### config.mk
export PLATFORM = sky130hd
export DESIGN_NAME = fsr_flash_seq
export DESIGN_NICKNAME = d
export VERILOG_FILES = /design/src/design/fsr_pkg.sv /design/src/design/fsr_flash_seq.sv
export VERILOG_INCLUDE_DIRS = /design/src /design/src/design
export SDC_FILE = /design/constraint.sdc
export NUM_CORES = 1
export LEC_CHECK = 0
export BUFFER_PORTS_ARGS = -buffer_cell sky130_fd_sc_hd__clkbuf_2
export CAP_MARGIN = 20
export CORE_UTILIZATION = 45
export DETAILED_ROUTE_END_ITERATION = 10
export PLACE_DENSITY_LB_ADDON = 0.25
export SYNTH_ARGS = -nofsm -noshare
export SYNTH_HDL_FRONTEND = slang
export SYNTH_SLANG_ARGS = --single-unit
### constraint.sdc
create_clock -name i_core_clk -period 3.2 [get_ports i_core_clk]
set_input_delay 0.64 -clock i_core_clk [delete_from_list [all_inputs] [get_ports i_core_clk]]
set_output_delay 0.64 -clock i_core_clk [all_outputs]
set_load 0.02 [all_outputs]
### src/design/fsr_defs.svh
// constants for the flash suspend/resume and read sequencer
`ifndef FSR_DEFS_SVH
`define FSR_DEFS_SVH
// Contract
// suspend only when idle-flag clear, busy, suspendable
// suspend ignored during whole-chip erase
// erase-suspended: refuse status writes and erases
// program-suspended: refuse status writes and programs
// ignore program/erase to the suspended sector
// suspend sets flag at once, busy clears later
// host waits suspend latency after resume
// power-up clears suspend flag
// resume only when flagged and not busy
// resume clears flag, busy within 200 ns
// read code and 24-bit address sampled rising
// data out MSB first on falling edges
// address increments per byte until deselect
// plain read ignored while busy
// fast read eight dummy clocks, input ignored
// four-wire dummy count 4/6/8/8, default 4
// dual output read, two bits per clock
// host releases second line before data
// quad output read needs quad enable
// dual I/O address two bits per clock
// mode byte upper nibble used, lower ignored
// mode bits 5:4 = 10 skip next code
// host sends ones to leave continuous mode
// code eight bits MSB first after select
`define FSR_CLK_MHZ 20
`define FSR_SUSP_LAT_NS 20000
`define FSR_SUSP_CYC ((`FSR_SUSP_LAT_NS * `FSR_CLK_MHZ) / 1000)
`define FSR_RESUME_NS 200
`define FSR_RESUME_CYC ((`FSR_RESUME_NS * `FSR_CLK_MHZ) / 1000)
`define FSR_CTRL_OFS 8'h00
`define FSR_STAT_OFS 8'h04
`define FSR_CTRL_RST 4'h0
`define FSR_RESP_OKAY 2'h0
`define FSR_RESP_SLVERR 2'h2
`define FSR_CMD_BITS 6'h08
`define FSR_ADDR_BITS 6'h18
`define FSR_MODE_BITS 6'h08
`define FSR_DUMMY_STD 4'h8
`define FSR_SEC_LSB 12
`define FSR_OP_READ 8'h03
`define FSR_OP_FREAD 8'h0B
`define FSR_OP_DOUT 8'h3B
`define FSR_OP_QOUT 8'h6B
`define FSR_OP_DIO 8'hBB
`define FSR_OP_SUSP 8'h75
`define FSR_OP_RESM 8'h7A
`define FSR_OP_SE 8'h20
`define FSR_OP_HBE 8'h52
`define FSR_OP_BE 8'hD8
`define FSR_OP_CE1 8'hC7
`define FSR_OP_CE2 8'h60
`define FSR_OP_SECE 8'h44
`define FSR_OP_PP 8'h02
`define FSR_OP_QPP 8'h32
`define FSR_OP_SECP 8'h42
`endif

### src/design/fsr_pkg.sv
// types for the flash suspend/resume and read sequencer
package fsr_pkg;
  typedef enum logic [2:0] {
    FSR_IDLE = 3'b000,
    FSR_CMD = 3'b001,
    FSR_ADDR = 3'b011,
    FSR_MODE = 3'b010,
    FSR_DUMMY = 3'b110,
    FSR_DATA = 3'b111,
    FSR_WAIT = 3'b101,
    FSR_IGN = 3'b100
  } fsr_state_e;
  typedef enum logic [1:0] {
    FSR_K_NONE = 2'b00,
    FSR_K_ERASE = 2'b01,
    FSR_K_FIXED = 2'b10,
    FSR_K_PROG = 2'b11
  } fsr_kind_e;
  typedef struct packed {
    logic is_read;
    logic mode_en;
    logic [2:0] in_w;
    logic [2:0] out_w;
    logic [3:0] dummy;
  } fsr_cfg_s;
  typedef struct packed {
    fsr_kind_e kind;
    logic [11:0] sec;
    logic [23:0] cnt;
  } fsr_job_s;
endpackage

### src/design/fsr_flash_seq.sv
// serial flash read, suspend and resume sequencer with axi4-lite status
`timescale 1ns/1ps
`include "fsr_defs.svh"
module fsr_flash_seq
  import fsr_pkg::*;
#(
  parameter int OP_CYCLES = 1000
) (
  // clock and reset
  input wire logic i_core_clk,
  input wire logic i_rst_b,
  // serial link pins
  input wire logic i_cs_n,
  input wire logic i_sclk,
  input wire logic [3:0] i_io,
  output logic [3:0] o_io,
  output logic [3:0] o_io_oe,
  // array read port
  output logic [23:0] o_mem_addr,
  input wire logic [7:0] i_mem_data,
  // status
  output logic o_busy,
  output logic o_suspend_flag,
  // axi4-lite write
  input wire logic [7:0] i_axi_awaddr,
  input wire logic i_axi_awvalid,
  output logic o_axi_awready,
  input wire logic [31:0] i_axi_wdata,
  input wire logic [3:0] i_axi_wstrb,
  input wire logic i_axi_wvalid,
  output logic o_axi_wready,
  output logic [1:0] o_axi_bresp,
  output logic o_axi_bvalid,
  input wire logic i_axi_bready,
  // axi4-lite read
  input wire logic [7:0] i_axi_araddr,
  input wire logic i_axi_arvalid,
  output logic o_axi_arready,
  output logic [31:0] o_axi_rdata,
  output logic [1:0] o_axi_rresp,
  output logic o_axi_rvalid,
  input wire logic i_axi_rready
);
  localparam int LAT_C = `FSR_SUSP_CYC;
  localparam int RES_C = `FSR_RESUME_CYC;

  // pin synchronisers
  logic cs_s1, cs_s2, cs_s3, sck_s1, sck_s2, sck_s3;
  logic [3:0] io_s1, io_s2;
  always_ff @(posedge i_core_clk) begin
    cs_s1 <= i_cs_n;
    cs_s2 <= cs_s1;
    cs_s3 <= cs_s2;
    sck_s1 <= i_sclk;
    sck_s2 <= sck_s1;
    sck_s3 <= sck_s2;
    io_s1 <= i_io;
    io_s2 <= io_s1;
  end

  // link events seen on the core clock
  logic rise, fall, cs_fall, cs_rise;
  assign rise = sck_s2 & ~sck_s3 & ~cs_s2;
  assign fall = ~sck_s2 & sck_s3 & ~cs_s2;
  assign cs_fall = ~cs_s2 & cs_s3;
  assign cs_rise = cs_s2 & ~cs_s3;

  // state declarations
  fsr_state_e st_reg, st_next;
  fsr_cfg_s cfg_reg, cfg_next;
  fsr_job_s act_reg, act_next, hold_reg, hold_next;
  logic [5:0] cnt_reg, cnt_next;
  logic [23:0] sr_reg, sr_next, maddr_reg, maddr_next;
  logic [7:0] op_reg, op_next, dout_reg, dout_next;
  logic [3:0] dleft_reg, dleft_next, io_reg, io_next, oe_reg, oe_next;
  logic cont_reg, cont_next, busy_reg, busy_next, susp_reg, susp_next;
  logic ign_reg, ign_next;
  logic [8:0] lat_reg, lat_next;
  logic [3:0] ctrl_reg, ctrl_next;
  logic qen, fourw;
  logic [1:0] dsel;
  assign qen = ctrl_reg[0];
  assign fourw = ctrl_reg[1];
  assign dsel = ctrl_reg[3:2];

  // shift bits in from the lines in use
  function automatic logic [23:0] shin(input logic [23:0] s, input logic [2:0] w,
                                       input logic [3:0] io);
    case (w)
      3'h1: shin = {s[22:0], io[0]};
      3'h2: shin = {s[21:0], io[1:0]};
      default: shin = {s[19:0], io};
    endcase
  endfunction

  // top bits of a byte placed on the output lines
  function automatic logic [3:0] outbits(input logic [7:0] b, input logic [2:0] w);
    case (w)
      3'h1: outbits = {2'b00, b[7], 1'b0};
      3'h2: outbits = {2'b00, b[7:6]};
      default: outbits = b[7:4];
    endcase
  endfunction

  // serial command, address, dummy and data sequencing
  always_comb begin
    logic [7:0] byte_v;
    byte_v = dout_reg;
    st_next = st_reg;
    cnt_next = cnt_reg;
    sr_next = sr_reg;
    op_next = op_reg;
    cfg_next = cfg_reg;
    cont_next = cont_reg;
    dout_next = dout_reg;
    dleft_next = dleft_reg;
    maddr_next = maddr_reg;
    io_next = io_reg;
    oe_next = oe_reg;
    if (cs_s2) begin
      // deselect ends the stream
      st_next = FSR_IDLE;
      oe_next = 4'h0;
    end else if (cs_fall) begin
      sr_next = 24'h000000;
      if (cont_reg) begin
        // code byte skipped
        st_next = busy_reg ? FSR_IGN : FSR_ADDR;
        op_next = `FSR_OP_DIO;
        cfg_next = '{1'b1, 1'b1, 3'h2, 3'h2, 4'h0};
        cnt_next = `FSR_ADDR_BITS;
      end else begin
        // code shifted first
        st_next = FSR_CMD;
        cnt_next = `FSR_CMD_BITS;
        cfg_next.in_w = fourw ? 3'h4 : 3'h1;
      end
    end else if (rise) begin
      // sample on rising edge
      sr_next = shin(sr_reg, cfg_reg.in_w, io_s2);
      cnt_next = cnt_reg - {3'b000, cfg_reg.in_w};
      case (st_reg)
        FSR_CMD: begin
          if (cnt_next == 6'h00) begin
            op_next = sr_next[7:0];
            cfg_next = '{1'b0, 1'b0, fourw ? 3'h4 : 3'h1, fourw ? 3'h4 : 3'h1, 4'h0};
            cnt_next = `FSR_ADDR_BITS;
            st_next = FSR_IGN;
            case (sr_next[7:0])
              `FSR_OP_READ: begin
                // refused while busy
                cfg_next.is_read = 1'b1;
                st_next = busy_reg ? FSR_IGN : FSR_ADDR;
              end
              `FSR_OP_FREAD: begin
                // dummy clock count
                cfg_next.is_read = 1'b1;
                cfg_next.dummy = `FSR_DUMMY_STD;
                if (fourw) begin
                  cfg_next.dummy = (dsel == 2'b00) ? 4'h4 : (dsel == 2'b01) ? 4'h6 : 4'h8;
                end
                st_next = busy_reg ? FSR_IGN : FSR_ADDR;
              end
              `FSR_OP_DOUT: begin
                // dual output
                cfg_next = '{1'b1, 1'b0, 3'h1, 3'h2, `FSR_DUMMY_STD};
                st_next = busy_reg ? FSR_IGN : FSR_ADDR;
              end
              `FSR_OP_QOUT: begin
                // needs quad enable
                cfg_next = '{1'b1, 1'b0, 3'h1, 3'h4, `FSR_DUMMY_STD};
                st_next = (busy_reg || !qen) ? FSR_IGN : FSR_ADDR;
              end
              `FSR_OP_DIO: begin
                // two address bits per clock
                cfg_next = '{1'b1, 1'b1, 3'h2, 3'h2, 4'h0};
                st_next = busy_reg ? FSR_IGN : FSR_ADDR;
              end
              `FSR_OP_SE, `FSR_OP_HBE, `FSR_OP_BE, `FSR_OP_SECE,
              `FSR_OP_PP, `FSR_OP_QPP, `FSR_OP_SECP: st_next = FSR_ADDR;
              `FSR_OP_CE1, `FSR_OP_CE2, `FSR_OP_SUSP, `FSR_OP_RESM: st_next = FSR_WAIT;
              default: st_next = FSR_IGN;
            endcase
          end
        end
        FSR_ADDR: begin
          if (cnt_next == 6'h00) begin
            maddr_next = sr_next;
            dleft_next = 4'h0;
            if (cfg_reg.mode_en) begin
              st_next = FSR_MODE;
              cnt_next = `FSR_MODE_BITS;
            end else if (cfg_reg.dummy != 4'h0) begin
              st_next = FSR_DUMMY;
              cnt_next = {2'b00, cfg_reg.dummy};
            end else begin
              st_next = cfg_reg.is_read ? FSR_DATA : FSR_WAIT;
            end
          end
        end
        FSR_MODE: begin
          if (cnt_next == 6'h00) begin
            // only bits 5:4 kept
            cont_next = (sr_next[5:4] == 2'b10);
            st_next = FSR_DATA;
          end
        end
        FSR_DUMMY: begin
          // input ignored here
          cnt_next = cnt_reg - 6'h01;
          if (cnt_reg == 6'h01) begin
            st_next = FSR_DATA;
          end
        end
        default: begin
          cnt_next = cnt_reg;
        end
      endcase
    end else if (fall && st_reg == FSR_DATA) begin
      // msb first, address steps per byte
      if (dleft_reg == 4'h0) begin
        byte_v = i_mem_data;
        maddr_next = maddr_reg + 24'h000001;
      end
      io_next = outbits(byte_v, cfg_reg.out_w);
      dout_next = byte_v << cfg_reg.out_w;
      dleft_next = ((dleft_reg == 4'h0) ? 4'h8 : dleft_reg) - {1'b0, cfg_reg.out_w};
      oe_next = (cfg_reg.out_w == 3'h1) ? 4'h2 : (cfg_reg.out_w == 3'h2) ? 4'h3 : 4'hF;
    end
  end

  // operation engine: dispatch at deselect
  logic disp, in_susp_sec, is_erase, is_prog, is_chip;
  assign disp = cs_rise && st_reg == FSR_WAIT;
  assign in_susp_sec = susp_reg && maddr_reg[23:`FSR_SEC_LSB] == hold_reg.sec;
  assign is_erase = op_reg == `FSR_OP_SE || op_reg == `FSR_OP_HBE ||
                    op_reg == `FSR_OP_BE || op_reg == `FSR_OP_SECE;
  assign is_prog = op_reg == `FSR_OP_PP || op_reg == `FSR_OP_QPP || op_reg == `FSR_OP_SECP;
  assign is_chip = op_reg == `FSR_OP_CE1 || op_reg == `FSR_OP_CE2;

  // busy timing, suspend and resume
  always_comb begin
    busy_next = busy_reg;
    susp_next = susp_reg;
    act_next = act_reg;
    hold_next = hold_reg;
    lat_next = lat_reg;
    ign_next = ign_reg;
    if (lat_reg != 9'h000) begin
      // busy drops within the suspend latency
      lat_next = lat_reg - 9'h001;
      if (lat_reg == 9'h001) begin
        busy_next = 1'b0;
        act_next.kind = FSR_K_NONE;
      end
    end else if (busy_reg) begin
      act_next.cnt = act_reg.cnt - 24'h000001;
      if (act_reg.cnt <= 24'h000001) begin
        busy_next = 1'b0;
        act_next.kind = FSR_K_NONE;
      end
    end
    if (disp) begin
      ign_next = 1'b1;
      if (op_reg == `FSR_OP_SUSP) begin
        // suspend acceptance
        if (!susp_reg && busy_reg && lat_reg == 9'h000 &&
            (act_reg.kind == FSR_K_ERASE || act_reg.kind == FSR_K_PROG)) begin
          susp_next = 1'b1;
          busy_next = 1'b1;
          lat_next = 9'(LAT_C);
          hold_next = act_reg;
          ign_next = 1'b0;
        end
      end else if (op_reg == `FSR_OP_RESM) begin
        // resume acceptance
        if (susp_reg && !busy_reg) begin
          susp_next = 1'b0;
          busy_next = 1'b1;
          act_next = hold_reg;
          ign_next = 1'b0;
        end
      end else if (!busy_reg) begin
        // refusals while suspended
        if ((is_erase && !(susp_reg && (hold_reg.kind == FSR_K_ERASE || in_susp_sec))) ||
            (is_prog && !(susp_reg && (hold_reg.kind == FSR_K_PROG || in_susp_sec))) ||
            (is_chip && !susp_reg)) begin
          busy_next = 1'b1;
          act_next.cnt = 24'(OP_CYCLES);
          act_next.sec = maddr_reg[23:`FSR_SEC_LSB];
          act_next.kind = FSR_K_FIXED;
          if (op_reg != `FSR_OP_SECE && is_erase) begin
            act_next.kind = FSR_K_ERASE;
          end
          if (op_reg != `FSR_OP_SECP && is_prog) begin
            act_next.kind = FSR_K_PROG;
          end
          ign_next = 1'b0;
        end
      end
    end
  end

  // axi4-lite slave state
  logic aw_have_reg, aw_have_next, w_have_reg, w_have_next;
  logic [7:0] aw_addr_reg, aw_addr_next;
  logic [31:0] w_data_reg, w_data_next, rdata_next;
  logic [3:0] w_strb_reg, w_strb_next;
  logic awrdy_next, wrdy_next, bvalid_next, arrdy_next, rvalid_next;
  logic [1:0] bresp_next, rresp_next;

  // write and read channel handling
  always_comb begin
    aw_have_next = aw_have_reg;
    w_have_next = w_have_reg;
    aw_addr_next = aw_addr_reg;
    w_data_next = w_data_reg;
    w_strb_next = w_strb_reg;
    ctrl_next = ctrl_reg;
    bvalid_next = o_axi_bvalid;
    bresp_next = o_axi_bresp;
    rvalid_next = o_axi_rvalid;
    rdata_next = o_axi_rdata;
    rresp_next = o_axi_rresp;
    if (o_axi_bvalid && i_axi_bready) begin
      bvalid_next = 1'b0;
    end
    if (i_axi_awvalid && o_axi_awready) begin
      aw_have_next = 1'b1;
      aw_addr_next = i_axi_awaddr;
    end
    if (i_axi_wvalid && o_axi_wready) begin
      w_have_next = 1'b1;
      w_data_next = i_axi_wdata;
      w_strb_next = i_axi_wstrb;
    end
    if (aw_have_next && w_have_next && !bvalid_next) begin
      aw_have_next = 1'b0;
      w_have_next = 1'b0;
      bvalid_next = 1'b1;
      bresp_next = `FSR_RESP_OKAY;
      if (aw_addr_next == `FSR_CTRL_OFS) begin
        if (w_strb_next[0]) begin
          ctrl_next = w_data_next[3:0];
        end
      end else if (aw_addr_next != `FSR_STAT_OFS) begin
        bresp_next = `FSR_RESP_SLVERR;
      end
    end
    if (o_axi_rvalid && i_axi_rready) begin
      rvalid_next = 1'b0;
    end
    if (i_axi_arvalid && o_axi_arready) begin
      rvalid_next = 1'b1;
      rresp_next = `FSR_RESP_OKAY;
      rdata_next = 32'h00000000;
      if (i_axi_araddr == `FSR_CTRL_OFS) begin
        rdata_next = {28'h0000000, ctrl_reg};
      end else if (i_axi_araddr == `FSR_STAT_OFS) begin
        rdata_next = {28'h0000000, ign_reg, cont_reg, susp_reg, busy_reg};
      end else begin
        rresp_next = `FSR_RESP_SLVERR;
      end
    end
    awrdy_next = !aw_have_next && !bvalid_next;
    wrdy_next = !w_have_next && !bvalid_next;
    arrdy_next = !rvalid_next;
  end

  // register stage
  always_ff @(posedge i_core_clk) begin
    if (!i_rst_b) begin
      st_reg <= FSR_IDLE;
      cfg_reg <= '0;
      cnt_reg <= 6'h00;
      sr_reg <= 24'h000000;
      op_reg <= 8'h00;
      cont_reg <= 1'b0;
      dout_reg <= 8'h00;
      dleft_reg <= 4'h0;
      maddr_reg <= 24'h000000;
      io_reg <= 4'h0;
      oe_reg <= 4'h0;
      busy_reg <= 1'b0;
      // suspension cleared at power-up
      susp_reg <= 1'b0;
      act_reg <= '0;
      hold_reg <= '0;
      lat_reg <= 9'h000;
      ign_reg <= 1'b0;
      // default dummy select gives four
      ctrl_reg <= `FSR_CTRL_RST;
      aw_have_reg <= 1'b0;
      w_have_reg <= 1'b0;
      aw_addr_reg <= 8'h00;
      w_data_reg <= 32'h00000000;
      w_strb_reg <= 4'h0;
      o_axi_awready <= 1'b0;
      o_axi_wready <= 1'b0;
      o_axi_bvalid <= 1'b0;
      o_axi_bresp <= 2'h0;
      o_axi_arready <= 1'b0;
      o_axi_rvalid <= 1'b0;
      o_axi_rdata <= 32'h00000000;
      o_axi_rresp <= 2'h0;
    end else begin
      st_reg <= st_next;
      cfg_reg <= cfg_next;
      cnt_reg <= cnt_next;
      sr_reg <= sr_next;
      op_reg <= op_next;
      cont_reg <= cont_next;
      dout_reg <= dout_next;
      dleft_reg <= dleft_next;
      maddr_reg <= maddr_next;
      io_reg <= io_next;
      oe_reg <= oe_next;
      busy_reg <= busy_next;
      susp_reg <= susp_next;
      act_reg <= act_next;
      hold_reg <= hold_next;
      lat_reg <= lat_next;
      ign_reg <= ign_next;
      ctrl_reg <= ctrl_next;
      aw_have_reg <= aw_have_next;
      w_have_reg <= w_have_next;
      aw_addr_reg <= aw_addr_next;
      w_data_reg <= w_data_next;
      w_strb_reg <= w_strb_next;
      o_axi_awready <= awrdy_next;
      o_axi_wready <= wrdy_next;
      o_axi_bvalid <= bvalid_next;
      o_axi_bresp <= bresp_next;
      o_axi_arready <= arrdy_next;
      o_axi_rvalid <= rvalid_next;
      o_axi_rdata <= rdata_next;
      o_axi_rresp <= rresp_next;
    end
  end

  // outputs straight from flops
  assign o_io = io_reg;
  assign o_io_oe = oe_reg;
  assign o_mem_addr = maddr_reg;
  assign o_busy = busy_reg;
  assign o_suspend_flag = susp_reg;
endmodule

==> results of run 1 <==
[power groups by stage]
stage	registers (mW)	clock network (mW)	logic, mW
floorplan	3.03	0	0.684
global placement	3.05	0	0.860
detailed placement	3.05	0	0.875
CTS	2.99	3.23	0.880
global route	3.00	3.36	0.986
finish	2.99	3.17	0.883
[metrics by stage]
stage	setup TNS, ps	worst slack (ps)	instances	util (%)	total power, mW
CTS	0	34.0	1896	52.8	7.10
detailed placement	0	64.3	1848	49.2	3.93
global route	-1.88	-1.88	1896	52.9	7.35
global placement	0	156	1848	49.2	3.91
finish	0	146	1897	52.9	7.05
floorplan	0	76.2	1506	-	3.72
[worst register-to-register path, cell delays in order (launching register included)]
cell       delay [ps]
dfxtp_1           340
inv_1              90
ha_1              180
inv_1              70
fa_1              410
a211oi_1          280
xnor2_1           180
nand4_1           200
a2111oi_2         320
or2_2             230
o211ai_1          120
buf_4             230
o21ai_0           190
a21oi_1            80
[cells in the final DEF (no fill, tap or decap), drive strengths merged, types with 20 or more instances in the layout]
cell      n
dfxtp   227
nor2    191
nand2   189
a21oi   154
clkbuf  122
o21ai    68
nor3     64
buf      55
a22oi    47
mux2i    30
conb     30
xnor2    26
xor2     23
inv      23
nor4     23
nand3    21
nor2b    20
[synth_stat cells (6+ instances only)]
cell,instances,share of area [%]
dfxtp_1,227,39
nor2_1,191,6.2
nand2_1,189,6.1
a21oi_1,154,6.7
clkbuf_1,77,2.5
o21ai_0,66,2.9
nor3_1,64,2.8
a22oi_1,47,3.0
buf_4,31,2.0
mux2i_1,30,2.6
xnor2_1,26,2.0
inv_1,23,0.75
nor4_1,23,1.2
xor2_1,23,1.7
nand3_1,20,0.86
nor2b_1,20,1.1
buf_2,17,0.74
nand4_1,17,0.92
a221oi_1,14,1.1
and3_1,14,0.76
and2_1,13,0.70
ha_1,13,1.4
a211oi_1,12,0.78
a31oi_1,10,0.54
o221a_2,10,0.97
nand2b_1,9,0.49
o22ai_1,9,0.49
o211ai_1,8,0.52
a22o_1,7,0.53
a311oi_1,7,0.53
or3_1,7,0.38
and4_1,6,0.45
mux2_2,6,0.58
[routing by layer]
| metal | vias to the layer above | GRT usage (%) | routed length (µm) | share of wire [%] |
|---|---|---|---|---|
| li1 | 5338 | - | - | - |
| met1 | 5086 | 32.6 | 14300 | 47 |
| met2 | 328 | 36.2 | 13700 | 45 |
| met3 | 56 | 3.06 | 1770 | 5.8 |
| met4 | 0 | 7.20 | 743 | 2.4 |
| met5 | - | 0 | 0 | 0 |
[logic make-up (layout without fill, tap and decap cells)]
kind of cell    count (synthesis)  count (layout)  share of synthesized area (%)
compound gates                389             389                           21.3
fa+ha+maj                      15              15                           1.75
flops                         227             227                           39.3
buf+inv                       153             213                           6.28
xor+xnor                       49              49                           3.71
other cells                     1              31                         0.0324
mux                            36              36                           3.18
simple gates                  607             607                           24.5
[cell type report]
cell class	count	area (µm²)
repair buffers	141	906
diodes	1	2.50
clock inverters	12	168
flip-flops and latches	227	4540
multi-input cells	1126	6430
clock buffers	36	759
inverters	24	92.6
well taps	330	413
fillers	2388	11900
[path summary, 6_finish.rpt]
| kind | endpoint | cells after the start | start | slack (ps) |
|---|---|---|---|---|
| max reg2reg | o_mem_addr[3] | 13 | cnt_reg[0] | 150 |
| max | o_mem_addr[3] | 13 | cnt_reg[0] | 150 |
| min | io_s1[3] | 1 | i_io[3] | 200 |
| min reg2reg | cs_s2 | 0 | cs_s1 | 320 |
[repair_timing]
action	CTS	global route
setup endpoints to repair	0	24
setup buffers	0	0
gates resized for setup	0	2
==> impl_metrics.env, run 1 <==
export IMPL_outcome="complete, no violations"
export IMPL_yosysWarnings=0
export IMPL_place_area_mm2=0.0124
export IMPL_grt_max_degree=60
export IMPL_startpoint_type="flop"
export IMPL_ys_seq_area_share_pct=39.3
export IMPL_p_comb_share_pct=12.5
export IMPL_antenna_found_initial=1
export IMPL_cp_top_family="compound AO/OA/AOI/OAI gates"
export IMPL_ios=148
export IMPL_synth_enable_flop_cells=0
export IMPL_syn_to_final_growth_pct=15.1
export IMPL_path_buf_inv=3
export IMPL_worstSkewPairLatency_ps=530
export IMPL_wl_um=30400
export IMPL_synth_ff_type="dfxtp_1"
export IMPL_cts_tree="built"
export IMPL_fp_row_count=58
export IMPL_crit_path_cell_trace="inv_1 -> ha_1 -> inv_1 -> fa_1 -> a211oi_1 -> xnor2_1 -> nand4_1 -> a2111oi_2 -> or2_2 -> o211ai_1 -> buf_4 -> o21ai_0 -> a21oi_1"
export IMPL_max_stage_delay_ps=410
export IMPL_clk_pin_slew_ps=60
export IMPL_wl_per_cell_um=16.0
export IMPL_critPathKind="flop to flop"
export IMPL_gp_congestion=0.894
export IMPL_portBuffers=86
export IMPL_drive_above_1_share_pct=14.0
export IMPL_switchingPower_mw=1.82
export IMPL_cts_buffer_depth=3
export IMPL_drcViolationCount=0
export IMPL_die_h_um=162
export IMPL_fin_nets=1634
export IMPL_start_util_pct=46.0
export IMPL_syn_area_per_cell_um2=7.84
export IMPL_hold_viol=0
export IMPL_ir_worst_vdd_v=0.000362
export IMPL_vias=10800
export IMPL_postSynthCellCount=1477
export IMPL_die_area_mm2=0.0264
export IMPL_clock_skew_ps=14.1
export IMPL_first_pass_iters=5
export IMPL_period_share_pct=95.4
export IMPL_arrival_ps=3440
export IMPL_antenna_left=0
export IMPL_cts_buffers=26
export IMPL_drv_slew=0
export IMPL_intPower_mw=5.23
export IMPL_grt_pass1_wl_um=50400
export IMPL_power_density_mw_per_mm2=530
export IMPL_clock_sinks=227
export IMPL_holdBufCountCts=0
export IMPL_final_cell_area_mm2=0.0133
export IMPL_relSlewSlack_pct=51.1
export IMPL_hpwl_um=20600
export IMPL_cp_common_cell="inv_1"
export IMPL_fin_hold_ws_ps=203
export IMPL_cts_root_buf="clkbuf_16"
export IMPL_synth_seq_cells=227
export IMPL_power_share_sequential_pct=42.5
export IMPL_gr_total_overflow=0
export IMPL_coreArea_mm2=0.0252
export IMPL_p_sw_share_pct=25.8
export IMPL_hold_class="input pin to flop"
export IMPL_clockPowerShare_pct=45.0
export IMPL_synth_cell_types=74
export IMPL_p_leak_nw=5.07
export IMPL_netlist_area_mm2=0.0116
export IMPL_grt_usage_pct=23.1
export IMPL_end_kind="flop"
export IMPL_max_cap_violations=0
export IMPL_setup_violations=0
export IMPL_path_max_fanout=13
export IMPL_tightest_slew_ps=733
export IMPL_grt_pass1_vias=9955
export IMPL_via_per_inst=5.70
export IMPL_ys_async_sr_fraction_pct=0
export IMPL_timing_final_crit_period_ps=3050
export IMPL_crit_slowest_cell="fa_1"
export IMPL_dieWidth_um=162
export IMPL_worst_ep_required_time_ps=3590
export IMPL_drt_iter0_markers=926
export IMPL_cts_max_level=1
export IMPL_clock_fmax_ghz=0.327
Power figures use the tool's default switching activity.
==> run 2, diff against run 1 <==
- GPL_TIMING_DRIVEN: unset -> 0
==> impl_metrics.env, run 2 (same netlist as run 1, synthesis figures left out) <==
export IMPL_coreArea_mm2=0.0252
export IMPL_clock_skew_ps=10.0
export IMPL_die_area_mm2=0.0264
export IMPL_p_leak_nw=5.17
export IMPL_timing_final_crit_period_ps=3130
export IMPL_path_max_fanout=5
export IMPL_num_antenna_cells=0
export IMPL_power_density_mw_per_mm2=516
export IMPL_dieWidth_um=162
export IMPL_start_util_pct=46.0
export IMPL_startpoint_type="flop"
export IMPL_rr_startpoint="cnt_reg[0]"
export IMPL_first_pass_iters=5
export IMPL_final_cell_mix="dfxtp_1 (225), nor2_1 (190), nand2_1 (188)"
export IMPL_min_delay_start="i_io[3]"
export IMPL_critical_path_depth=14
export IMPL_fin_nets=1713
export IMPL_cts_buffer_depth=3
export IMPL_ios=148
export IMPL_worst_ep_required_time_ps=3580
export IMPL_vias=11400
export IMPL_critPathKind="flop to flop"
export IMPL_max_cap_violations=0
export IMPL_hold_class="input pin to flop"
export IMPL_end_kind="flop"
export IMPL_cts_max_level=1
export IMPL_worstSkewPairLatency_ps=530
export IMPL_tightest_slew_ps=1060
export IMPL_hpwl_um=24500
export IMPL_clock_fmax_ghz=0.320
export IMPL_crit_path_cell_trace="inv_1 -> ha_1 -> inv_1 -> fa_1 -> a211oi_2 -> xnor2_1 -> nand4_1 -> buf_4 -> a2111oi_4 -> or2_4 -> o211ai_1 -> buf_2 -> o21ai_0 -> a21oi_1"
export IMPL_antenna_left=0
export IMPL_ir_worst_vdd_v=0.000335
export IMPL_grt_pass1_wl_um=53800
export IMPL_arrival_ps=3510
export IMPL_max_stage_delay_ps=420
export IMPL_fp_row_count=58
export IMPL_drcViolationCount=0
export IMPL_final_common_cell="dfxtp_1"
export IMPL_hold_path_depth=1
export IMPL_setup_violations=0
export IMPL_gp_congestion=0.925
export IMPL_hold_viol=0
export IMPL_cp_top_family="compound AO/OA/AOI/OAI gates"
export IMPL_clock_sinks=227
export IMPL_period_share_pct=97.8
export IMPL_clk_pin_slew_ps=60
export IMPL_syn_to_final_growth_pct=17.2
export IMPL_drt_iter0_markers=1077
export IMPL_crit_slowest_cell="fa_1"
export IMPL_cts_buffers=25
export IMPL_cp_common_cell="inv_1"
export IMPL_antenna_found_initial=0
export IMPL_drive_above_1_share_pct=14.0
export IMPL_gr_total_overflow=0
export IMPL_path_buf_inv=4
export IMPL_die_h_um=162
export IMPL_rsz0062_at_grt="yes"
export IMPL_drv_slew=0
export IMPL_wl_per_cell_um=17.4
export IMPL_grt_usage_pct=25.5
export IMPL_relSlewSlack_pct=28.5
export IMPL_crit_path_start="cnt_reg[0]"
export IMPL_outcome="complete, no violations"
export IMPL_finalPower_mw=7.00
export IMPL_fin_setup_tns_ps=0
export IMPL_grt_max_degree=20
export IMPL_reg2reg_depth=14
export IMPL_portBuffers=85
export IMPL_wl_um=34300
export IMPL_cts_root_buf="clkbuf_16"
export IMPL_cts_tree="built"
export IMPL_grt_pass1_vias=10100
export IMPL_via_per_inst=5.77
[run 2: worst paths after layout]
path | slack (ps) | to
max | 70 | o_mem_addr[19]
min | 200 | io_s1[3]
max reg2reg | 70 | o_mem_addr[19]
min reg2reg | 330 | cs_s2
[run 2: what timing repair did]
item                       in CTS  in global routing
buffers inserted                1                  6
gates resized for setup        13                 27
pin swaps                       2                  5
cloned                          0                  1
hold buffers                    0                  0
setup endpoints to repair      66                 72
[run 2: stage by stage]
step	util, %	worst slack (ps)	instances	hold WS, ps	cell area, µm²
global route	53.8	-39.8	1974	201	13600
CTS	53.4	18.7	1967	199	13400
floorplan	-	76.2	1506	310	11700
detailed placement	49.7	-687	1922	314	12500
global placement	49.7	-714	1921	310	12500
finish	53.8	70.2	1974	205	13600
[run 2: layer usage]
| layer | vias to the layer above | wire (µm) | global-route usage (%) |
|---|---|---|---|
| met5 | - | 0 | 0 |
| met4 | 0 | 839 | 7.46 |
| met3 | 65 | 2590 | 3.41 |
| met2 | 468 | 15000 | 39.6 |
| met1 | 5347 | 15800 | 36.5 |
| li1 | 5517 | - | - |
[run 2: power by group]
part	switching [mW]	internal [mW]	leakage [nW]	total (mW)
combinational	0.592	0.373	2.89	0.965
clock	1.20	1.86	0.440	3.06
sequential	0.0729	2.91	1.84	2.98
total	1.86	5.14	5.17	7.00
[run 2: final cells by class]
type / instances / area [µm²]
inverters: 24 / 90.1
flip-flops and latches: 227 / 4550
well taps: 330 / 413
multi-input cells: 1126 / 6500
repair buffers: 94 / 487
plain buffers: 127 / 646
clock inverters: 10 / 129
clock buffers: 36 / 747
fillers: 2453 / 11600
==> run 3, diff against run 2 <==
- CORE_MARGIN: unset -> 8
==> impl_metrics.env, run 3 (same netlist as run 1, synthesis figures left out) <==
export IMPL_clock_fmax_ghz=0.318
export IMPL_startpoint_type="flop"
export IMPL_timing_final_crit_period_ps=3150
export IMPL_portBuffers=85
export IMPL_cts_root_buf="clkbuf_16"
export IMPL_cts_max_level=1
export IMPL_gp_congestion=0.919
export IMPL_switchingPower_mw=1.85
export IMPL_die_h_um=176
export IMPL_drv_slew=0
export IMPL_first_pass_iters=7
export IMPL_grt_pass1_wl_um=55600
export IMPL_clock_skew_ps=18.6
export IMPL_final_cell_area_mm2=0.0136
export IMPL_vias=11500
export IMPL_clk_pin_slew_ps=60
export IMPL_cts_tree="built"
export IMPL_max_cap_violations=0
export IMPL_clockPowerShare_pct=41.8
export IMPL_die_area_mm2=0.0311
export IMPL_antenna_found_initial=0
export IMPL_hpwl_um=25500
export IMPL_wl_per_cell_um=17.8
export IMPL_fp_row_count=58
export IMPL_fin_setup_tns_ps=0
export IMPL_drcViolationCount=0
export IMPL_fin_cells=1978
export IMPL_coreArea_mm2=0.0253
export IMPL_crit_path_cell_trace="inv_1 -> ha_1 -> inv_1 -> fa_1 -> a211oi_2 -> xnor2_1 -> nand4_1 -> buf_4 -> a2111oi_4 -> or2_4 -> o211ai_1 -> buf_4 -> o221a_2"
export IMPL_path_max_fanout=5
export IMPL_max_stage_delay_ps=410
export IMPL_ir_worst_vdd_v=0.000368
export IMPL_grt_pass1_vias=10500
export IMPL_hold_viol=0
export IMPL_hold_class="input pin to flop"
export IMPL_worstSkewPairLatency_ps=530
export IMPL_power_share_sequential_pct=43.8
export IMPL_ios=148
export IMPL_grt_max_degree=20
export IMPL_outcome="complete, no violations"
export IMPL_setup_violations=0
export IMPL_p_comb_share_pct=14.5
export IMPL_relSlewSlack_pct=41.8
export IMPL_via_per_inst=5.80
export IMPL_cp_top_family="compound AO/OA/AOI/OAI gates"
export IMPL_tightest_slew_ps=873
export IMPL_final_common_cell="dfxtp_1"
export IMPL_wl_um=35200
export IMPL_final_util_pct=53.8
export IMPL_drt_iter0_markers=1141
export IMPL_clock_sinks=227
export IMPL_cts_buffers=25
export IMPL_intPower_mw=4.97
export IMPL_dieWidth_um=176
export IMPL_end_kind="flop"
export IMPL_worst_ep_required_time_ps=3610
export IMPL_path_buf_inv=4
export IMPL_p_sw_share_pct=27.1
export IMPL_final_cell_mix="dfxtp_1 (224), nor2_1 (189), nand2_1 (188)"
export IMPL_period_share_pct=98.3
export IMPL_critPathKind="flop to flop"
export IMPL_gr_total_overflow=0
export IMPL_start_util_pct=45.8
export IMPL_drive_above_1_share_pct=14.4
export IMPL_crit_slowest_cell="fa_1"
export IMPL_power_density_mw_per_mm2=502
export IMPL_place_area_mm2=0.0125
export IMPL_fin_nets=1717
export IMPL_dp_cells=1922
export IMPL_antenna_left=0
export IMPL_holdBufCountCts=0
export IMPL_arrival_ps=3560
export IMPL_grt_usage_pct=21.6
export IMPL_syn_to_final_growth_pct=17.4
export IMPL_p_leak_nw=5.18
export IMPL_cts_buffer_depth=3
export IMPL_num_antenna_cells=0
-- run 3: cell count changes in the layout (fill, tap and decap cells not counted), moves of 2 or more --
cell       before  now
o21ai_0        63   59
buf_12          0    2
clkbuf_1       74   76
o21ai_2         0    3
bufinv_16       3    1
-- run 3: worst register-to-register path: stages, from the launching register on --
cell and delay (ps):
dfxtp_1 360, inv_1 100, ha_1 160, inv_1 50
fa_1 410, a211oi_2 220, xnor2_1 180, nand4_1 130
buf_4 180, a2111oi_4 270, or2_4 200, o211ai_1 230
buf_4 260, o221a_2 290
-- run 3: per-layer routing --
layer  GRT usage, %  share of wire, %
met5              0                 0
met3           4.27               8.9
met2           34.2                44
met1           29.6                45
met4           5.95               2.0
-- run 3: layout make-up --
cell class                 count  area [µm²]
timing repair buffer          98         529
inverter                      24        90.1
fill                        2416       11700
clock inverter                10        82.6
tap                          330         413
sequential                   227        4550
buffer                       127         659
multi-input combinational   1126        6530
clock buffer                  36         737
-- run 3: timing repair --
| item | 4_1_cts | 5_1_grt |
|---|---|---|
| endpoints found under the setup margin | 67 | 78 |
| pin swaps | 2 | 6 |
| buffers inserted | 1 | 9 |
| cloned | 0 | 1 |
| resized for setup | 17 | 33 |
| endpoints found under the hold margin | 0 | 0 |
-- run 3: through the flow --
stage / total power, mW / setup slack (ps) / hold slack (ps)
2_1_floorplan: 3.72 / 76.2 / 310
3_3_place_gp: 3.94 / -670 / 310
3_5_place_dp: 3.95 / -735 / 314
4_1_cts: 6.81 / 0.954 / 200
5_1_grt: 7.10 / -56.9 / 203
6_report: 6.82 / 53.5 / 214
-- run 3: worst paths after layout --
check | slack [ps] | cells after the start | endpoint | startpoint
worst max-delay path | 50 | 13 | o_mem_addr[11] | cnt_reg[0]
worst min-delay path | 210 | 1 | io_s1[2] | i_io[2]
worst max register to register | 50 | 13 | o_mem_addr[11] | cnt_reg[0]
worst min register to register | 330 | 0 | io_s2[3] | io_s1[3]
-- run 3: power groups by stage --
stage / Combinational, mW / Sequential (mW) / Clock (mW)
3_3_place_gp: 0.896 / 3.04 / 0
2_1_floorplan: 0.684 / 3.03 / 0
3_5_place_dp: 0.910 / 3.04 / 0
6_report: 0.986 / 2.98 / 2.85
4_1_cts: 0.929 / 2.98 / 2.90
5_1_grt: 1.08 / 2.99 / 3.02
